**src/ppx_defs.vh**
```
// Opcodes, field positions and constants for the peripheral-processor execution block
`ifndef PPX_DEFS_VH
`define PPX_DEFS_VH
`define PPX_OP_JUMP_ALWAYS 10'h003
`define PPX_OP_JUMP_ZERO 10'h004
`define PPX_OP_JUMP_NONZERO 10'h005
`define PPX_OP_JUMP_PLUS 10'h006
`define PPX_OP_REPLACE_ADD 10'h02d
`define PPX_OP_INC 10'h02e
`define PPX_OP_DEC 10'h02f
`define PPX_OP_DEC_IND_LONG 10'h227
`define PPX_OP_REPLACE_ADD_LONG 10'h22d
`define PPX_OP_INC_LONG 10'h22e
`define PPX_OP_DEC_LONG 10'h22f
`define PPX_LONG_BIT 9
`define PPX_ACC_PLUS_ONE 18'h00001
`define PPX_ACC_MINUS_ONE 18'h3fffe
`define PPX_ACC_SIGN 17
`define PPX_SHORT_MASK 16'h0fff
`define PPX_DISP_SIGN 5
`define PPX_DISP_ALL_ONES 6'h3f
`define PPX_ZERO_D 6'h00
`endif

```
**src/ppx_ones_add.v**
```verilog
// Ones complement adder with end-around carry
`timescale 1ns/1ps
module ppx_ones_add #(
   parameter W = 18
) (
   input wire [W-1:0] a,
   input wire [W-1:0] b,
   output wire [W-1:0] sum
);
   wire [W:0] raw;
   assign raw = {1'b0, a} + {1'b0, b};
   // End-around carry folds the overflow back into bit zero
   assign sum = raw[W-1:0] + {{(W-1){1'b0}}, raw[W]};
endmodule // ppx_ones_add

```
**src/ppx_exec.v**
```verilog
// Execution logic for replace/increment/decrement and short relative branches
// Function
// RULE_01 - Long indirect decrement: read 16 bits, add minus one, write back.
// RULE_02 - Long indirect decrement addresses the word held at location d.
// RULE_03 - Accumulator sums are 18-bit ones complement, full sum stays in accumulator.
// RULE_04 - Short operands are 12-bit positive, zero-extended to 18 bits.
// RULE_05 - Long operands are 16-bit positive, zero-extended to 18 bits.
// RULE_06 - Short write-back is low 12 accumulator bits with four zeros above.
// RULE_07 - Long write-back is low 16 accumulator bits to operand location.
// RULE_08 - Short indexed replace-add adds operand to accumulator and stores it.
// RULE_09 - Long indexed replace-add adds operand to accumulator and stores it.
// RULE_10 - Short indexed increment loads plus one, adds operand, stores back.
// RULE_11 - Long indexed increment loads plus one, adds operand, stores back.
// RULE_12 - Short indexed decrement loads minus one, adds operand, stores back.
// RULE_13 - Long indexed decrement loads minus one, adds operand, stores back.
// RULE_14 - Indexed address is m plus word at d, 12-bit ones complement.
// RULE_15 - Indexed address is m alone when d is zero.
// RULE_16 - Branch displacement: 0-31 forward d, 32-63 backward 63 minus d.
// RULE_17 - Unconditional short jump always moves by displacement.
// RULE_18 - Zero jump branches only when accumulator is all zero.
// RULE_19 - Non-zero jump branches only when some accumulator bit set.
// RULE_20 - Plus jump branches only when accumulator sign bit is clear.
// RULE_21 - Untaken conditional jump goes to next instruction, accumulator unchanged.
`timescale 1ns/1ps
`include "ppx_defs.vh"
module ppx_exec #(
   parameter AW = 12,
   parameter DW = 16,
   parameter ACCW = 18
) (
   input wire REF_CLK,
   input wire RST,
   // Instruction issue: opcode, d field, second word m, current program address
   input wire START,
   input wire [9:0] OPCODE,
   input wire [5:0] D_FIELD,
   input wire [DW-1:0] M_FIELD,
   input wire [AW-1:0] PROG_ADDR,
   output wire BUSY,
   output reg DONE,
   output reg ILLEGAL,
   output reg [AW-1:0] NEXT_PROG_ADDR,
   output reg [ACCW-1:0] ACC,
   // Processor memory, single word per request, data one cycle after read
   output reg MEM_RD,
   output reg MEM_WR,
   output reg [AW-1:0] MEM_ADDR,
   output reg [DW-1:0] MEM_WDATA,
   input wire [DW-1:0] MEM_RDATA
);
   localparam S_IDLE = 6'b000001;
   localparam S_PTR = 6'b000010;
   localparam S_PTRW = 6'b000100;
   localparam S_OPR = 6'b001000;
   localparam S_OPW = 6'b010000;
   localparam S_WB = 6'b100000;

   reg [5:0] state;
   reg [9:0] op;
   reg [5:0] dfld;
   reg [AW-1:0] mfld;
   reg [AW-1:0] paddr;
   reg [AW-1:0] oaddr;
   reg [ACCW-1:0] next_acc;

   ////////////////////////////////////////////////////////////////////////
   function is_long;
      input [9:0] code;
      begin
         is_long = code[`PPX_LONG_BIT];
      end
   endfunction

   function is_memop;
      input [9:0] code;
      begin
         case (code)
            `PPX_OP_REPLACE_ADD, `PPX_OP_INC, `PPX_OP_DEC, `PPX_OP_DEC_IND_LONG,
            `PPX_OP_REPLACE_ADD_LONG, `PPX_OP_INC_LONG, `PPX_OP_DEC_LONG: is_memop = 1'b1;
            default: is_memop = 1'b0;
         endcase
      end
   endfunction

   function is_jump;
      input [9:0] code;
      begin
         is_jump = (code == `PPX_OP_JUMP_ALWAYS) || (code == `PPX_OP_JUMP_ZERO) ||
            (code == `PPX_OP_JUMP_NONZERO) || (code == `PPX_OP_JUMP_PLUS);
      end
   endfunction

   ////////////////////////////////////////////////////////////////////////
   // Index sum m + (d)
   wire [AW-1:0] idx_sum;
   ppx_ones_add #(
      .W(AW)
   ) u_index_add (
      .a(mfld),
      .b(MEM_RDATA[AW-1:0]),
      .sum(idx_sum)
   );

   // Operand extension and the accumulator start value
   wire [ACCW-1:0] operand;
   wire [ACCW-1:0] acc_base;
   wire [ACCW-1:0] acc_sum;
   // RULE_04 Short zero extension
   // RULE_05 Long zero extension
   assign operand = is_long(op) ? {{(ACCW-DW){1'b0}}, MEM_RDATA} :
      {{(ACCW-AW){1'b0}}, MEM_RDATA[AW-1:0]};
   // RULE_10 Plus one preload
   // RULE_11 Plus one preload
   // RULE_12 Minus one preload
   // RULE_13 Minus one preload
   // RULE_01 Minus one preload
   assign acc_base = (op == `PPX_OP_INC || op == `PPX_OP_INC_LONG) ? `PPX_ACC_PLUS_ONE :
      (op == `PPX_OP_DEC || op == `PPX_OP_DEC_LONG || op == `PPX_OP_DEC_IND_LONG) ?
      `PPX_ACC_MINUS_ONE : ACC;
   // RULE_03 Ones complement sum
   ppx_ones_add #(
      .W(ACCW)
   ) u_acc_add (
      .a(acc_base),
      .b(operand),
      .sum(acc_sum)
   );

   ////////////////////////////////////////////////////////////////////////
   // Branch target
   wire [AW-1:0] seq_addr;
   wire [AW-1:0] jump_addr;
   wire take_jump;
   assign seq_addr = PROG_ADDR + {{(AW-1){1'b0}}, 1'b1};
   // RULE_16 Ones complement displacement; backward by 63 minus d
   assign jump_addr = D_FIELD[`PPX_DISP_SIGN] ?
      PROG_ADDR - {{(AW-6){1'b0}}, (`PPX_DISP_ALL_ONES - D_FIELD)} :
      PROG_ADDR + {{(AW-6){1'b0}}, D_FIELD};
   // RULE_17 Always taken
   // RULE_18 All bits clear
   // RULE_19 Any bit set
   // RULE_20 Sign bit clear
   assign take_jump = (OPCODE == `PPX_OP_JUMP_ALWAYS) ||
      (OPCODE == `PPX_OP_JUMP_ZERO && ACC == {ACCW{1'b0}}) ||
      (OPCODE == `PPX_OP_JUMP_NONZERO && ACC != {ACCW{1'b0}}) ||
      (OPCODE == `PPX_OP_JUMP_PLUS && !ACC[`PPX_ACC_SIGN]);

   assign BUSY = (state != S_IDLE);

   ////////////////////////////////////////////////////////////////////////
   always @(posedge REF_CLK) begin
      if (RST) begin
         state <= S_IDLE;
         op <= 10'h000;
         dfld <= 6'h00;
         mfld <= {AW{1'b0}};
         paddr <= {AW{1'b0}};
         oaddr <= {AW{1'b0}};
         ACC <= {ACCW{1'b0}};
         DONE <= 1'b0;
         ILLEGAL <= 1'b0;
         NEXT_PROG_ADDR <= {AW{1'b0}};
         MEM_RD <= 1'b0;
         MEM_WR <= 1'b0;
         MEM_ADDR <= {AW{1'b0}};
         MEM_WDATA <= {DW{1'b0}};
      end else begin
         DONE <= 1'b0;
         ILLEGAL <= 1'b0;
         MEM_RD <= 1'b0;
         MEM_WR <= 1'b0;
         case (state)
            S_IDLE: begin
               if (START) begin
                  op <= OPCODE;
                  dfld <= D_FIELD;
                  mfld <= M_FIELD[AW-1:0];
                  paddr <= PROG_ADDR;
                  if (is_jump(OPCODE)) begin
                     DONE <= 1'b1;
                     // RULE_21 Untaken falls through
                     NEXT_PROG_ADDR <= take_jump ? jump_addr : seq_addr;
                  end else if (is_memop(OPCODE)) begin
                     if (OPCODE == `PPX_OP_DEC_IND_LONG || D_FIELD != `PPX_ZERO_D) begin
                        // Fetch the word at d: pointer or index
                        MEM_RD <= 1'b1;
                        MEM_ADDR <= {{(AW-6){1'b0}}, D_FIELD};
                        state <= S_PTR;
                     end else begin
                        // RULE_15 d zero uses m alone
                        MEM_RD <= 1'b1;
                        MEM_ADDR <= M_FIELD[AW-1:0];
                        oaddr <= M_FIELD[AW-1:0];
                        state <= S_OPR;
                     end
                  end else begin
                     // Opcodes outside this group are flagged, not executed
                     ILLEGAL <= 1'b1;
                     DONE <= 1'b1;
                     NEXT_PROG_ADDR <= seq_addr;
                  end
               end
            end
            S_PTR: begin
               state <= S_PTRW;
            end
            S_PTRW: begin
               MEM_RD <= 1'b1;
               if (op == `PPX_OP_DEC_IND_LONG) begin
                  // RULE_02 Indirect address from (d)
                  MEM_ADDR <= MEM_RDATA[AW-1:0];
                  oaddr <= MEM_RDATA[AW-1:0];
               end else begin
                  // RULE_14 Indexed ones complement address
                  MEM_ADDR <= idx_sum;
                  oaddr <= idx_sum;
               end
               state <= S_OPR;
            end
            S_OPR: begin
               state <= S_OPW;
            end
            S_OPW: begin
               // RULE_08 Replace-add short
               // RULE_09 Replace-add long
               ACC <= acc_sum;
               MEM_WR <= 1'b1;
               MEM_ADDR <= oaddr;
               // RULE_06 Short write-back masked
               // RULE_07 Long write-back low 16 bits
               MEM_WDATA <= is_long(op) ? acc_sum[DW-1:0] : (acc_sum[DW-1:0] & `PPX_SHORT_MASK);
               state <= S_WB;
            end
            S_WB: begin
               DONE <= 1'b1;
               // Indexed forms carry a second word
               NEXT_PROG_ADDR <= paddr + ((op == `PPX_OP_DEC_IND_LONG) ?
                  {{(AW-1){1'b0}}, 1'b1} : {{(AW-2){1'b0}}, 2'b10});
               state <= S_IDLE;
            end
            default: begin
               state <= S_IDLE;
            end
         endcase
      end
   end
endmodule // ppx_exec

```
**config.mk**
```make
export PLATFORM = sky130hd
export DESIGN_NAME = ppx_exec
export DESIGN_NICKNAME = d
export VERILOG_FILES = /design/src/ppx_ones_add.v /design/src/ppx_exec.v
export VERILOG_INCLUDE_DIRS = /design/src
export SDC_FILE = /design/constraint.sdc
export NUM_CORES = 1
export LEC_CHECK = 0
export BUFFER_PORTS_ARGS = -buffer_cell sky130_fd_sc_hd__buf_2
export CAP_MARGIN = 15
export CORE_AREA = 2 2 119 121
export DETAILED_ROUTE_END_ITERATION = 8
export DIE_AREA = 0 0 121 123
export PLACE_DENSITY = 0.81
export SYNTH_ARGS = -nofsm -noshare
export SYNTH_HDL_FRONTEND = slang
export SYNTH_SLANG_ARGS = --single-unit
```
**constraint.sdc**
```tcl
create_clock -name REF_CLK -period 15.5 [get_ports REF_CLK]
set_clock_uncertainty 0.2 [all_clocks]
set_input_delay 3.1 -clock REF_CLK [delete_from_list [all_inputs] [get_ports REF_CLK]]
set_output_delay 3.1 -clock REF_CLK [all_outputs]
set_load 0.03 [all_outputs]
```
Word level (Yosys, flattened, before mapping)
Cells that the tools add are included.

Input bits: 63. Word-level logic and storage cells: 120. Flip-flop bits (word level): 114. Output and inout bits: 63.

Equal/unequal tests: 28. Reductions and logical operators: 27. Bitwise operators: 2. Multiplexer cells: 41. $add $sub $neg: 9.

Operator list (number): two-way mux 12 bit (14); == test 10 bit (second input constant) (7); == test 10 x 6 -> 1 bit (second input constant) (5); one-hot mux 12 bit (2 select lines) (2); two-way mux 18 bit (2); one-hot mux 12 bit (3 select lines) (1); two-way mux 16 bit (2); == test 10 x 3 -> 1 bit (second input constant) (3); one-hot mux 6 bit (5 select lines) (1); adder 18 x 16 -> 19 bit (1); adder 18 x 1 -> 18 bit (1); logical NOT 18 bit (1); two-way mux 6 bit (3); nonzero test 18 bit (1); adder 12 x 12 -> 13 bit (1); adder 12 x 1 -> 12 bit (1); adder 12 x 1 -> 12 bit (second input constant) (1); adder 12 x 2 -> 12 bit (1); adder 12 x 6 -> 12 bit (1); two-way mux 1 bit (12); subtractor 12 x 6 -> 12 bit (1); == test 10 x 2 -> 1 bit (second input constant) (1); logical OR 1 bit (10); != test 2 bit (second input constant) (4); other kinds (24) (30).

Logic depth before layout (Yosys ltp)
Gate-level depths: netlist (run 1).

Depth in word-level cells: 12. Mapped depth: 21. Mapped depth without buffers: 21.

By module
Synthesis (run 1) repeated with hierarchy kept, for this count alone.

Cells, all modules: 1003. Area, all modules: 7810.0 sq um.

By module, submodules not included: ppx_exec (instances 1, area each 5711.7 sq um, sequential area each 2042.0 sq um, cells an instance 733); ppx_ones_add at u_acc_add (instances 1, area each 1297.5 sq um, sequential area each 0.0 sq um, cells an instance 173); ppx_ones_add at u_index_add (instances 1, area each 800.8 sq um, sequential area each 0.0 sq um, cells an instance 97).

Worst setup path before layout (run 1)
OpenSTA, ideal clock, no wires.

Path type: input -> register. From: input port MEM_RDATA[0]. To: register ACC[14]. Required time: 15.161 ns. Slack: 8.899 ns. Cell stages on the path: 17. Library setup time: 0.139 ns. Arrival time: 6.262 ns. Path buffers: 0. Cell sequence: ha_1 > fa_1 > a211o_1 > a211o_1 > a21oi_1 > o31ai_2 > a21o_1 > a21oi_1 > a211oi_1 > ha_1 > ha_1 > and3_1 > and2_1 > nor2b_1 > nand4_1 > xor2_1 > a211oi_1.

Longest elaborated chain between the ends: 3.

RTL lines: start, declared (line ppx_exec.v:49) `input wire [DW-1:0] MEM_RDATA`; two-way mux 16 bit (line ppx_exec.v:110) `assign operand = is_long(op) ? {{(ACCW-DW){1'b0}}, MEM_RDATA} :`; adder 18 x 16 -> 19 bit (line ppx_ones_add.v:11) `assign raw = {1'b0, a} + {1'b0, b};`; adder 18 x 1 -> 18 bit (line ppx_ones_add.v:13) `assign sum = raw[W-1:0] + {{(W-1){1'b0}}, raw[W]};`; end signal, assigned (line ppx_exec.v:159) `ACC <= {ACCW{1'b0}};`; end signal, assigned (line ppx_exec.v:226) `ACC <= acc_sum;`; end, declared (line ppx_exec.v:43) `output reg [ACCW-1:0] ACC,`.

Every way passes these cells. A chain may end at the register's enable or synchronous reset.

Worst setup path after layout (run 1)
From: input port MEM_RDATA[0]. To: register MEM_ADDR[8].

Longest elaborated chain between the ends: 4.

RTL lines: adder 12 x 12 -> 13 bit (line ppx_ones_add.v:11); adder 12 x 1 -> 12 bit (line ppx_ones_add.v:13); two-way mux 12 bit (line ppx_exec.v:209) `` if (op == `PPX_OP_DEC_IND_LONG) begin ``; one-hot mux 12 bit (3 select lines) (line ppx_exec.v:172) `case (state)`; end signal, assigned (line ppx_exec.v:187) `MEM_ADDR <= {{(AW-6){1'b0}}, D_FIELD};`; end signal, assigned (line ppx_exec.v:211) `MEM_ADDR <= MEM_RDATA[AW-1:0];`; end signal, assigned (line ppx_exec.v:215) `MEM_ADDR <= idx_sum;`; end, declared (line ppx_exec.v:47) `output reg [AW-1:0] MEM_ADDR,`.

Every way passes these cells.

==> results of run 1 <==
[worst max-delay path by stage]
stage,from,to,cells past startpoint
final,MEM_RDATA[0],MEM_ADDR[8],20
after global routing,MEM_RDATA[0],ACC[14],18
after CTS,MEM_RDATA[0],MEM_WDATA[15],17
after detailed placement,MEM_RDATA[0],ACC[14],18
after global placement,MEM_RDATA[0],ACC[14],18
after floorplan,MEM_RDATA[0],ACC[14],17
[cell usage in the layout, fill, tap and decap left out, drive strengths merged, types with 6 or more instances in the layout]
master,instances
and3,9
dfxtp,102
a21o,23
clkbuf,10
xnor2,39
nand2,130
ha,47
inv,23
nor2,128
nand4,12
xor2,34
nor3,18
buf,131
o211ai,10
a21oi,99
a221oi,6
and2,8
nand3b,10
a211oi,54
a311oi,8
nor4,14
nor2b,7
nand3,28
o21ai,28
[layout make-up]
cell class,instances,area share (%)
Clock buffer,10,2.65
Clock inverter,6,0.725
Inverter,23,1.00
Multi-Input combinational cell,814,61.4
Sequential cell,102,23.7
Tap cell,180,2.61
Timing Repair Buffer,131,7.92
[worst max-delay path, stage by stage]
cell and delay (ns):
buf_2 0.15, ha_1 0.26, fa_1 0.28, a21oi_1 0.13, o221ai_1 0.28, a31o_2 0.21
a21oi_1 0.09, nor2b_1 0.14, o21ai_0 0.11, nand2b_1 0.10, ha_1 0.19, ha_1 0.19
nand2_1 0.07, nor3_1 0.29, nand3_1 0.21, a211oi_1 0.39, xor2_1 0.21, a21oi_1 0.14
a221oi_1 0.28, a211oi_1 0.10
[registers in the layout (all words and copies together) (netlist names)]
register / cells
MEM_ADDR: 12
state: 6
ACC: 18
MEM_WR: 1
NEXT_PROG_ADDR: 12
op: 10
paddr: 12
oaddr: 12
mfld: 12
ILLEGAL: 1
MEM_WDATA: 4
MEM_RD: 1
DONE: 1
[cell families after synthesis]
family,after synthesis
xor gates and xnor gates,73
DFF,102
buffers and inverters,84
and+or+nand+nor,401
adders and majority gates,51
muxes,6
AOI/OAI and AO/OA,283
[power breakdown]
part,switching (W),internal [W],leakage [nW]
Combinational,0.0000770,0.0000493,2.73
Sequential,0.00000602,0.000270,0.831
Clock,0.000107,0.000125,0.134
Total,0.000190,0.000444,3.70
[routing by layer]
metal | wire [um] | up-vias | global-route usage [%]
li1 | - | 3786 | -
met1 | 9360 | 3558 | 37.6
met2 | 9590 | 341 | 45.3
met3 | 1750 | 51 | 4.38
met4 | 512 | 0 | 11.7
met5 | 0 | - | 0
[stage by stage]
stage	hold slack (ns)	instances	instance area (sq um)	util [%]
3_3_place_gp	0.245	1250	8340	61.2
3_5_place_dp	0.246	1250	8340	61.2
5_1_grt	0.266	1266	8630	63.4
4_1_cts	0.256	1266	8630	63.4
2_1_floorplan	0.232	1000	7760	-
6_report	0.255	1266	8630	63.4
==> reports/results.ini, run 1 <==
[status]
status=complete, no violations

[logic_synthesis]
synthXorXnorAreaFrac_pct=8.44
synth.distinct_cells=87
ys_async_sr_fraction_pct=0
synth.area.top_cells=dfxtp_1, ha_1, a21oi_1
synth_ff_type=dfxtp_1
synth-compound-area-share_pct=25.1
synth_edf_count=0
ys.warnings.count=0
synth_fp_nets=1114
synth_area_leader_cell=dfxtp_1
synth_fa_ha_area_share_pct=8.61
yosys.area.top_type_share_pct=26.3
synthMuxAreaShare_pct=0.790
yosysMostFrequentCell=nand2_1
netlist_area_sq_mm=0.00776
synth_top_family_by_area=simple AND/OR/NAND/NOR gates
synthSimpleGateAreaFrac_pct=25.2
syn_area_per_cell_sq_um=7.76
netlist_instances=1000
synth_common_cells=nand2_1, nor2_1, dfxtp_1, a21oi_1, a211oi_1
ys_ff_latch=102
ys_seq_area_share_pct=26.3

[power_and_ir_drop]
ir_drop_mv=0.0486
p_leak_nw=3.70
powerDensity_mw_per_mm2=73.5
power.total_w=0.000634

[clocking]
cts_setup_buffers=0
clock_latency_ns=0.35
htree_levels=3
numCtsBuffers=9
clock_path_buffers=2
hold_buffers=0
cts_root_buf=clkbuf_16
cts.sinks=102
clk_pin_slew_ns=0.07
cts_tree=built
ctsResizeCount=0

[timing]
setup_slack_ns=8.58
setup_viol=0
min_period_over_period_pct=44.7
maxSlewHeadroom_pct=31.8
final.setup.tns_ns=0
tightest_slew_ns=1.01
fmax_mhz=144
rsz0062_at_grt=no
hold_viol=0
drv_slew=0
final.min_clock_period_ns=6.92

[min_path]
min_path_type=flip-flop to flip-flop
min_to=op[5]
holdCritStartpoint=op[5]
holdPathStages=2

[grt]
grt_first_pass_wirelength_um=33600
grt_start_max_net_pins=85
grt-ovfl-total=0
grt_pass1_vias=6976
grtUsageTotal_pct=28.1
antenna_found_initial=0

[setup_path]
crit_type=primary input to flip-flop
r2r_end=ACC[14]
crit_fanout=3
regToRegSetupSlack_ns=9.89
reg2reg_from=op[6]
required_ns=15.50
worstRegToRegCells=22
cp.arrival_ns=6.92
critPathCaptureType=flip-flop
worst_setup_path_start_kind=primary input

[floorplan]
die_w_um=121
die-height_um=123
die_area_sq_mm=0.0149
coreArea_sq_mm=0.0136
start_util_pct=57.0
ioPinCount=126
rows=43

[final_layout]
drive_above_1_share_pct=17.5
diodes=0
fillers=1218
syn_to_final_growth_pct=11.2
multi_input_area_sq_mm=0.00530
seqCellArea_sq_mm=0.00204
layout.nets=1195

[place]
place_congestion=0.926
dp_worst_setup_slack_ns=8.32
dp_hpwl_um=15800
portBuffers=121

[detailed_routing]
detail_route.wl_per_cell_um=16.8
drt_iter0_markers=651
drc=0
vias=7736
drtPass1Iterations=5
wl_um=21200
final_antenna_net_count=0
vias_per_cell=6.11

[job]
max_cap_viol_count=0

No activity file was read; power rests on OpenSTA's default activity.
==> run 2: changes to the inputs <==
Clock period 15.5 ns to 6.9 ns, I/O delays scaled along.
==> reports/results.ini, run 2 (synthesis gave the netlist of run 1 again) <==
[status]
status=complete, no violations

[grt]
grt-ovfl-total=0
grtUsageTotal_pct=28.3
grt_first_pass_wirelength_um=33600
met3_usage_pct=4.24
grt_pass1_vias=6847
grt_use_met1_pct=38.5
grt_util_met2_pct=45.8
antenna_found_initial=0
busiest_layer=met2
grt_start_max_net_pins=58

[timing]
tightest_slew_ns=1.01
min_period_over_period_pct=81.6
final.setup.tns_ns=0
hold_viol=0
rsz0062_at_grt=no
setup_slack_ns=1.27
drv_slew=0
final.min_clock_period_ns=5.63
fmax_mhz=178
setup_viol=0
maxSlewHeadroom_pct=32.5

[job]
max_cap_viol_count=0

[clocking]
cts.sinks=102
numCtsBuffers=9
cts_root_buf=clkbuf_16
cts_setup_buffers=0
clock_path_buffers=2
cts_tree=built
clk_pin_slew_ns=0.08
hold_buffers=0
htree_levels=3
ctsResizeCount=0
clock_latency_ns=0.36

[detailed_routing]
vias_per_cell=6.10
detail_route.wl_per_cell_um=16.8
drtPass1Iterations=5
drt_iter0_markers=705
drc=0
vias=7719
wl_um=21300
final_antenna_net_count=0

[floorplan]
coreArea_sq_mm=0.0136
die_area_sq_mm=0.0149
rows=43
ioPinCount=126
die_w_um=121
die-height_um=123
start_util_pct=57.0

[final_layout]
post-route-util_pct=63.5
regMostFlops=ACC
layout.nets=1195
diodes=0
final_common_cell=nand2_1
layout_common_cells=nand2_1, nor2_1, buf_2
fillers=1241
largest_reg_flops=18
drive_above_1_share_pct=17.6
final_cell_count_no_fill=1266
syn_to_final_growth_pct=11.5

[place]
dp_hpwl_um=15600
dp_worst_setup_slack_ns=1.31
place_congestion=0.933
post-place-cells=1250
portBuffers=121

[power_and_ir_drop]
powerDensity_mw_per_mm2=168
ir_drop_mv=0.110
power.total_w=0.00146
p_leak_nw=3.72

[setup_path]
crit_path_cell_trace=or4b_4 > nor4_4 > buf_4 > inv_2 > a21o_1 > ha_1 > fa_1 > a211o_1 > a211o_1 > a21oi_1 > o31ai_2 > a21o_1 > a21oi_1 > a211oi_1 > ha_1 > ha_1 > and3_1 > and2_1 > nor2b_1 > nand4_1 > xor2_1 > a211oi_1
critPathCaptureType=flip-flop
crit_fanout=19
setup.worst_path.start=op[6]
worst_setup_path_start_kind=flip-flop
critical-path-top-delay-family=compound AO/OA/AOI/OAI gates
crit_buf_inv=2
cpMostUsedCell=ha_1
required_ns=6.92
cp_slowest_cell=or4b_4
reg2reg_from=op[6]
crit_type=flip-flop to flip-flop
cp.arrival_ns=5.65
timing.critical_path.slowest_cell_delay_ns=0.58

[min_path]
min_path_type=flip-flop to flip-flop
holdCritStartpoint=op[5]

-- run 2: cell types whose count changed in the layout (fill, tap and decap cells not counted) --
| cell | previous run | this run |
|---|---|---|
| inv_6 | 0 | 3 |
| clkbuf_1 | 1 | 0 |
| inv_8 | 0 | 2 |
| clkinv_2 | 2 | 0 |
| clkinvlp_4 | 3 | 0 |
| clkinv_4 | 0 | 1 |
-- run 2: per-stage QoR --
| stage | hold slack (ns) | instance area, sq um |
|---|---|---|
| 2_1_floorplan | 0.232 | 7760 |
| 3_3_place_gp | 0.244 | 8340 |
| 3_5_place_dp | 0.249 | 8340 |
| 4_1_cts | 0.261 | 8650 |
| 5_1_grt | 0.272 | 8650 |
| 6_report | 0.259 | 8650 |
-- run 2: layer usage --
metal | wire, um | part of all wire (%) | vias to the layer above
li1 | - | - | 3781
met1 | 9590 | 45 | 3557
met2 | 9580 | 45 | 336
met3 | 1620 | 7.6 | 45
met4 | 538 | 2.5 | 0
met5 | 0 | 0 | -
-- run 2: final cells by class --
| type | count | area (sq um) | share of cell area (%) |
|---|---|---|---|
| Clock buffer | 9 | 225 | 2.60 |
| Clock inverter | 7 | 87.6 | 1.01 |
| Inverter | 23 | 86.3 | 0.998 |
| Multi-Input combinational cell | 814 | 5300 | 61.3 |
| Sequential cell | 102 | 2040 | 23.6 |
| Tap cell | 180 | 225 | 2.60 |
| Timing Repair Buffer | 131 | 683 | 7.90 |
-- run 2: worst min-delay path: cells and delay by family, from the launching register on --
family	cells	cell delay, ns
flip-flops	1	0.32
AND/OR/NAND/NOR	1	0.05
AO/OA/AOI/OAI	1	0.05
-- run 2: where the power goes --
| part | switching (W) | internal [W] |
|---|---|---|
| Combinational | 0.000173 | 0.000110 |
| Sequential | 0.0000134 | 0.000606 |
| Clock | 0.000262 | 0.000292 |
| Total | 0.000448 | 0.00101 |
-- run 2: final timing paths --
kind,end,slack [ns],cells past startpoint
max reg2reg,ACC[14],1.27,22
min reg2reg,op[5],0.26,2
min,op[5],0.26,2
max,ACC[14],1.27,22
==> run 3: changes to the inputs <==
Clock period 6.9 ns to 5.27 ns, I/O delays scaled along.
==> reports/results.ini, run 3 (synthesis gave the netlist of run 1 again) <==
[detailed_routing]
vias=7641
wl_um=21000
vias_per_cell=6.01
detail_route.wl_per_cell_um=16.5
drtPass1Iterations=6
drc=0
final_antenna_net_count=0
drt_iter0_markers=716

[floorplan]
die-height_um=123
rows=43
die_w_um=121
coreArea_sq_mm=0.0136
ioPinCount=126
start_util_pct=57.0
die_area_sq_mm=0.0149

[clocking]
cts_root_buf=clkbuf_16
cts_tree=built
numCtsBuffers=9
hold_buffers=0
clk_pin_slew_ns=0.07
htree_levels=3
cts.sinks=102
clock_latency_ns=0.35
clock_path_buffers=2

[power_and_ir_drop]
powerDensity_mw_per_mm2=213
ir_drop_mv=0.148
p_leak_nw=3.74

[timing]
hold_viol=0
maxSlewHeadroom_pct=35.6
fmax_mhz=198
min_period_over_period_pct=96.0
drv_slew=0
final.min_clock_period_ns=5.06
hold_ws_ns=0.259
final.setup.tns_ns=0
tightest_slew_ns=0.958
setup_viol=0

[status]
status=complete, no violations

[final_layout]
diodes=0
layout_common_cells=nand2_1, nor2_1, buf_2
syn_to_final_growth_pct=12.1
largest_reg_flops=18
regMostFlops=ACC
layout.nets=1202
final_common_cell=nand2_1
post-route-util_pct=63.8
drive_above_1_share_pct=18.3

[grt]
grtUsageTotal_pct=27.9
grt_pass1_vias=6887
antenna_found_initial=0
grt_start_max_net_pins=82
grt-ovfl-total=0
grt_first_pass_wirelength_um=33200

[setup_path]
critPathCaptureType=flip-flop
crit_type=flip-flop to flip-flop
worst_setup_path_start_kind=flip-flop
cp.arrival_ns=5.16
required_ns=5.37
crit_fanout=5

[place]
place_congestion=0.918
portBuffers=121
dp_hpwl_um=15700

[min_path]
min_path_type=flip-flop to flip-flop

[job]
max_cap_viol_count=0

## run 3: per-layer routing
layer / vias to the layer above / GRT usage (%) / share of wire (%)
li1: 3789 / - / -
met1: 3525 / 37.1 / 45
met2: 289 / 46.6 / 46
met3: 38 / 4.98 / 7.1
met4: 0 / 8.14 / 1.8
met5: - / 0 / 0
## run 3: critical path, cell delays in order (launching register included)
cell	delay [ns]
dfxtp_1	0.31
or4b_4	0.58
nor4_4	0.26
inv_2	0.08
a21o_1	0.18
ha_1	0.21
fa_2	0.39
a211o_1	0.29
a211o_1	0.29
a21oi_2	0.20
o31ai_2	0.09
a21o_1	0.18
a21oi_1	0.13
a211oi_1	0.07
ha_1	0.22
and3_2	0.21
nand3_1	0.22
nor4_4	0.08
buf_4	0.17
and4_1	0.23
nor3b_1	0.26
a211o_1	0.13
## run 3: timing repair
item,CTS,global route
setup endpoints to repair,0,11
setup buffers,0,2
gates resized for setup,0,4
## run 3: per-stage QoR
| stage | cells | instance area, sq um | worst slack (ns) | power (W) |
|---|---|---|---|---|
| final | 1272 | 8690 | 0.209 | 0.00185 |
| after global routing | 1272 | 8690 | -0.0202 | 0.00193 |
| after CTS | 1270 | 8660 | 0.0177 | 0.00186 |
| after detailed placement | 1255 | 8370 | 0.0441 | 0.00119 |
| after global placement | 1255 | 8370 | 0.107 | 0.00119 |
| after floorplan | 1000 | 7760 | 0.221 | 0.00109 |
## run 3: layout make-up
class	instances	area, sq um
clock inverter	6	63.8
tap	180	225
timing repair buffer	138	739
multi-input combinational	814	5310
sequential	102	2040
fill	1224	4920
clock buffer	9	225
inverter	23	86.3
## run 3: worst paths after layout
| check | from | endpoint | slack (ns) | cells after the start |
|---|---|---|---|---|
| setup / recovery | op[8] | MEM_WDATA[15] | 0.21 | 21 |
| hold / removal | op[5] | op[5] | 0.26 | 2 |
| setup reg to reg | op[8] | MEM_WDATA[15] | 0.21 | 21 |
| hold reg to reg | op[5] | op[5] | 0.26 | 2 |
## run 3: power by group
part	internal, W	switching, W
registers	0.000794	0.0000169
clock network	0.000365	0.000304
logic	0.000145	0.000226
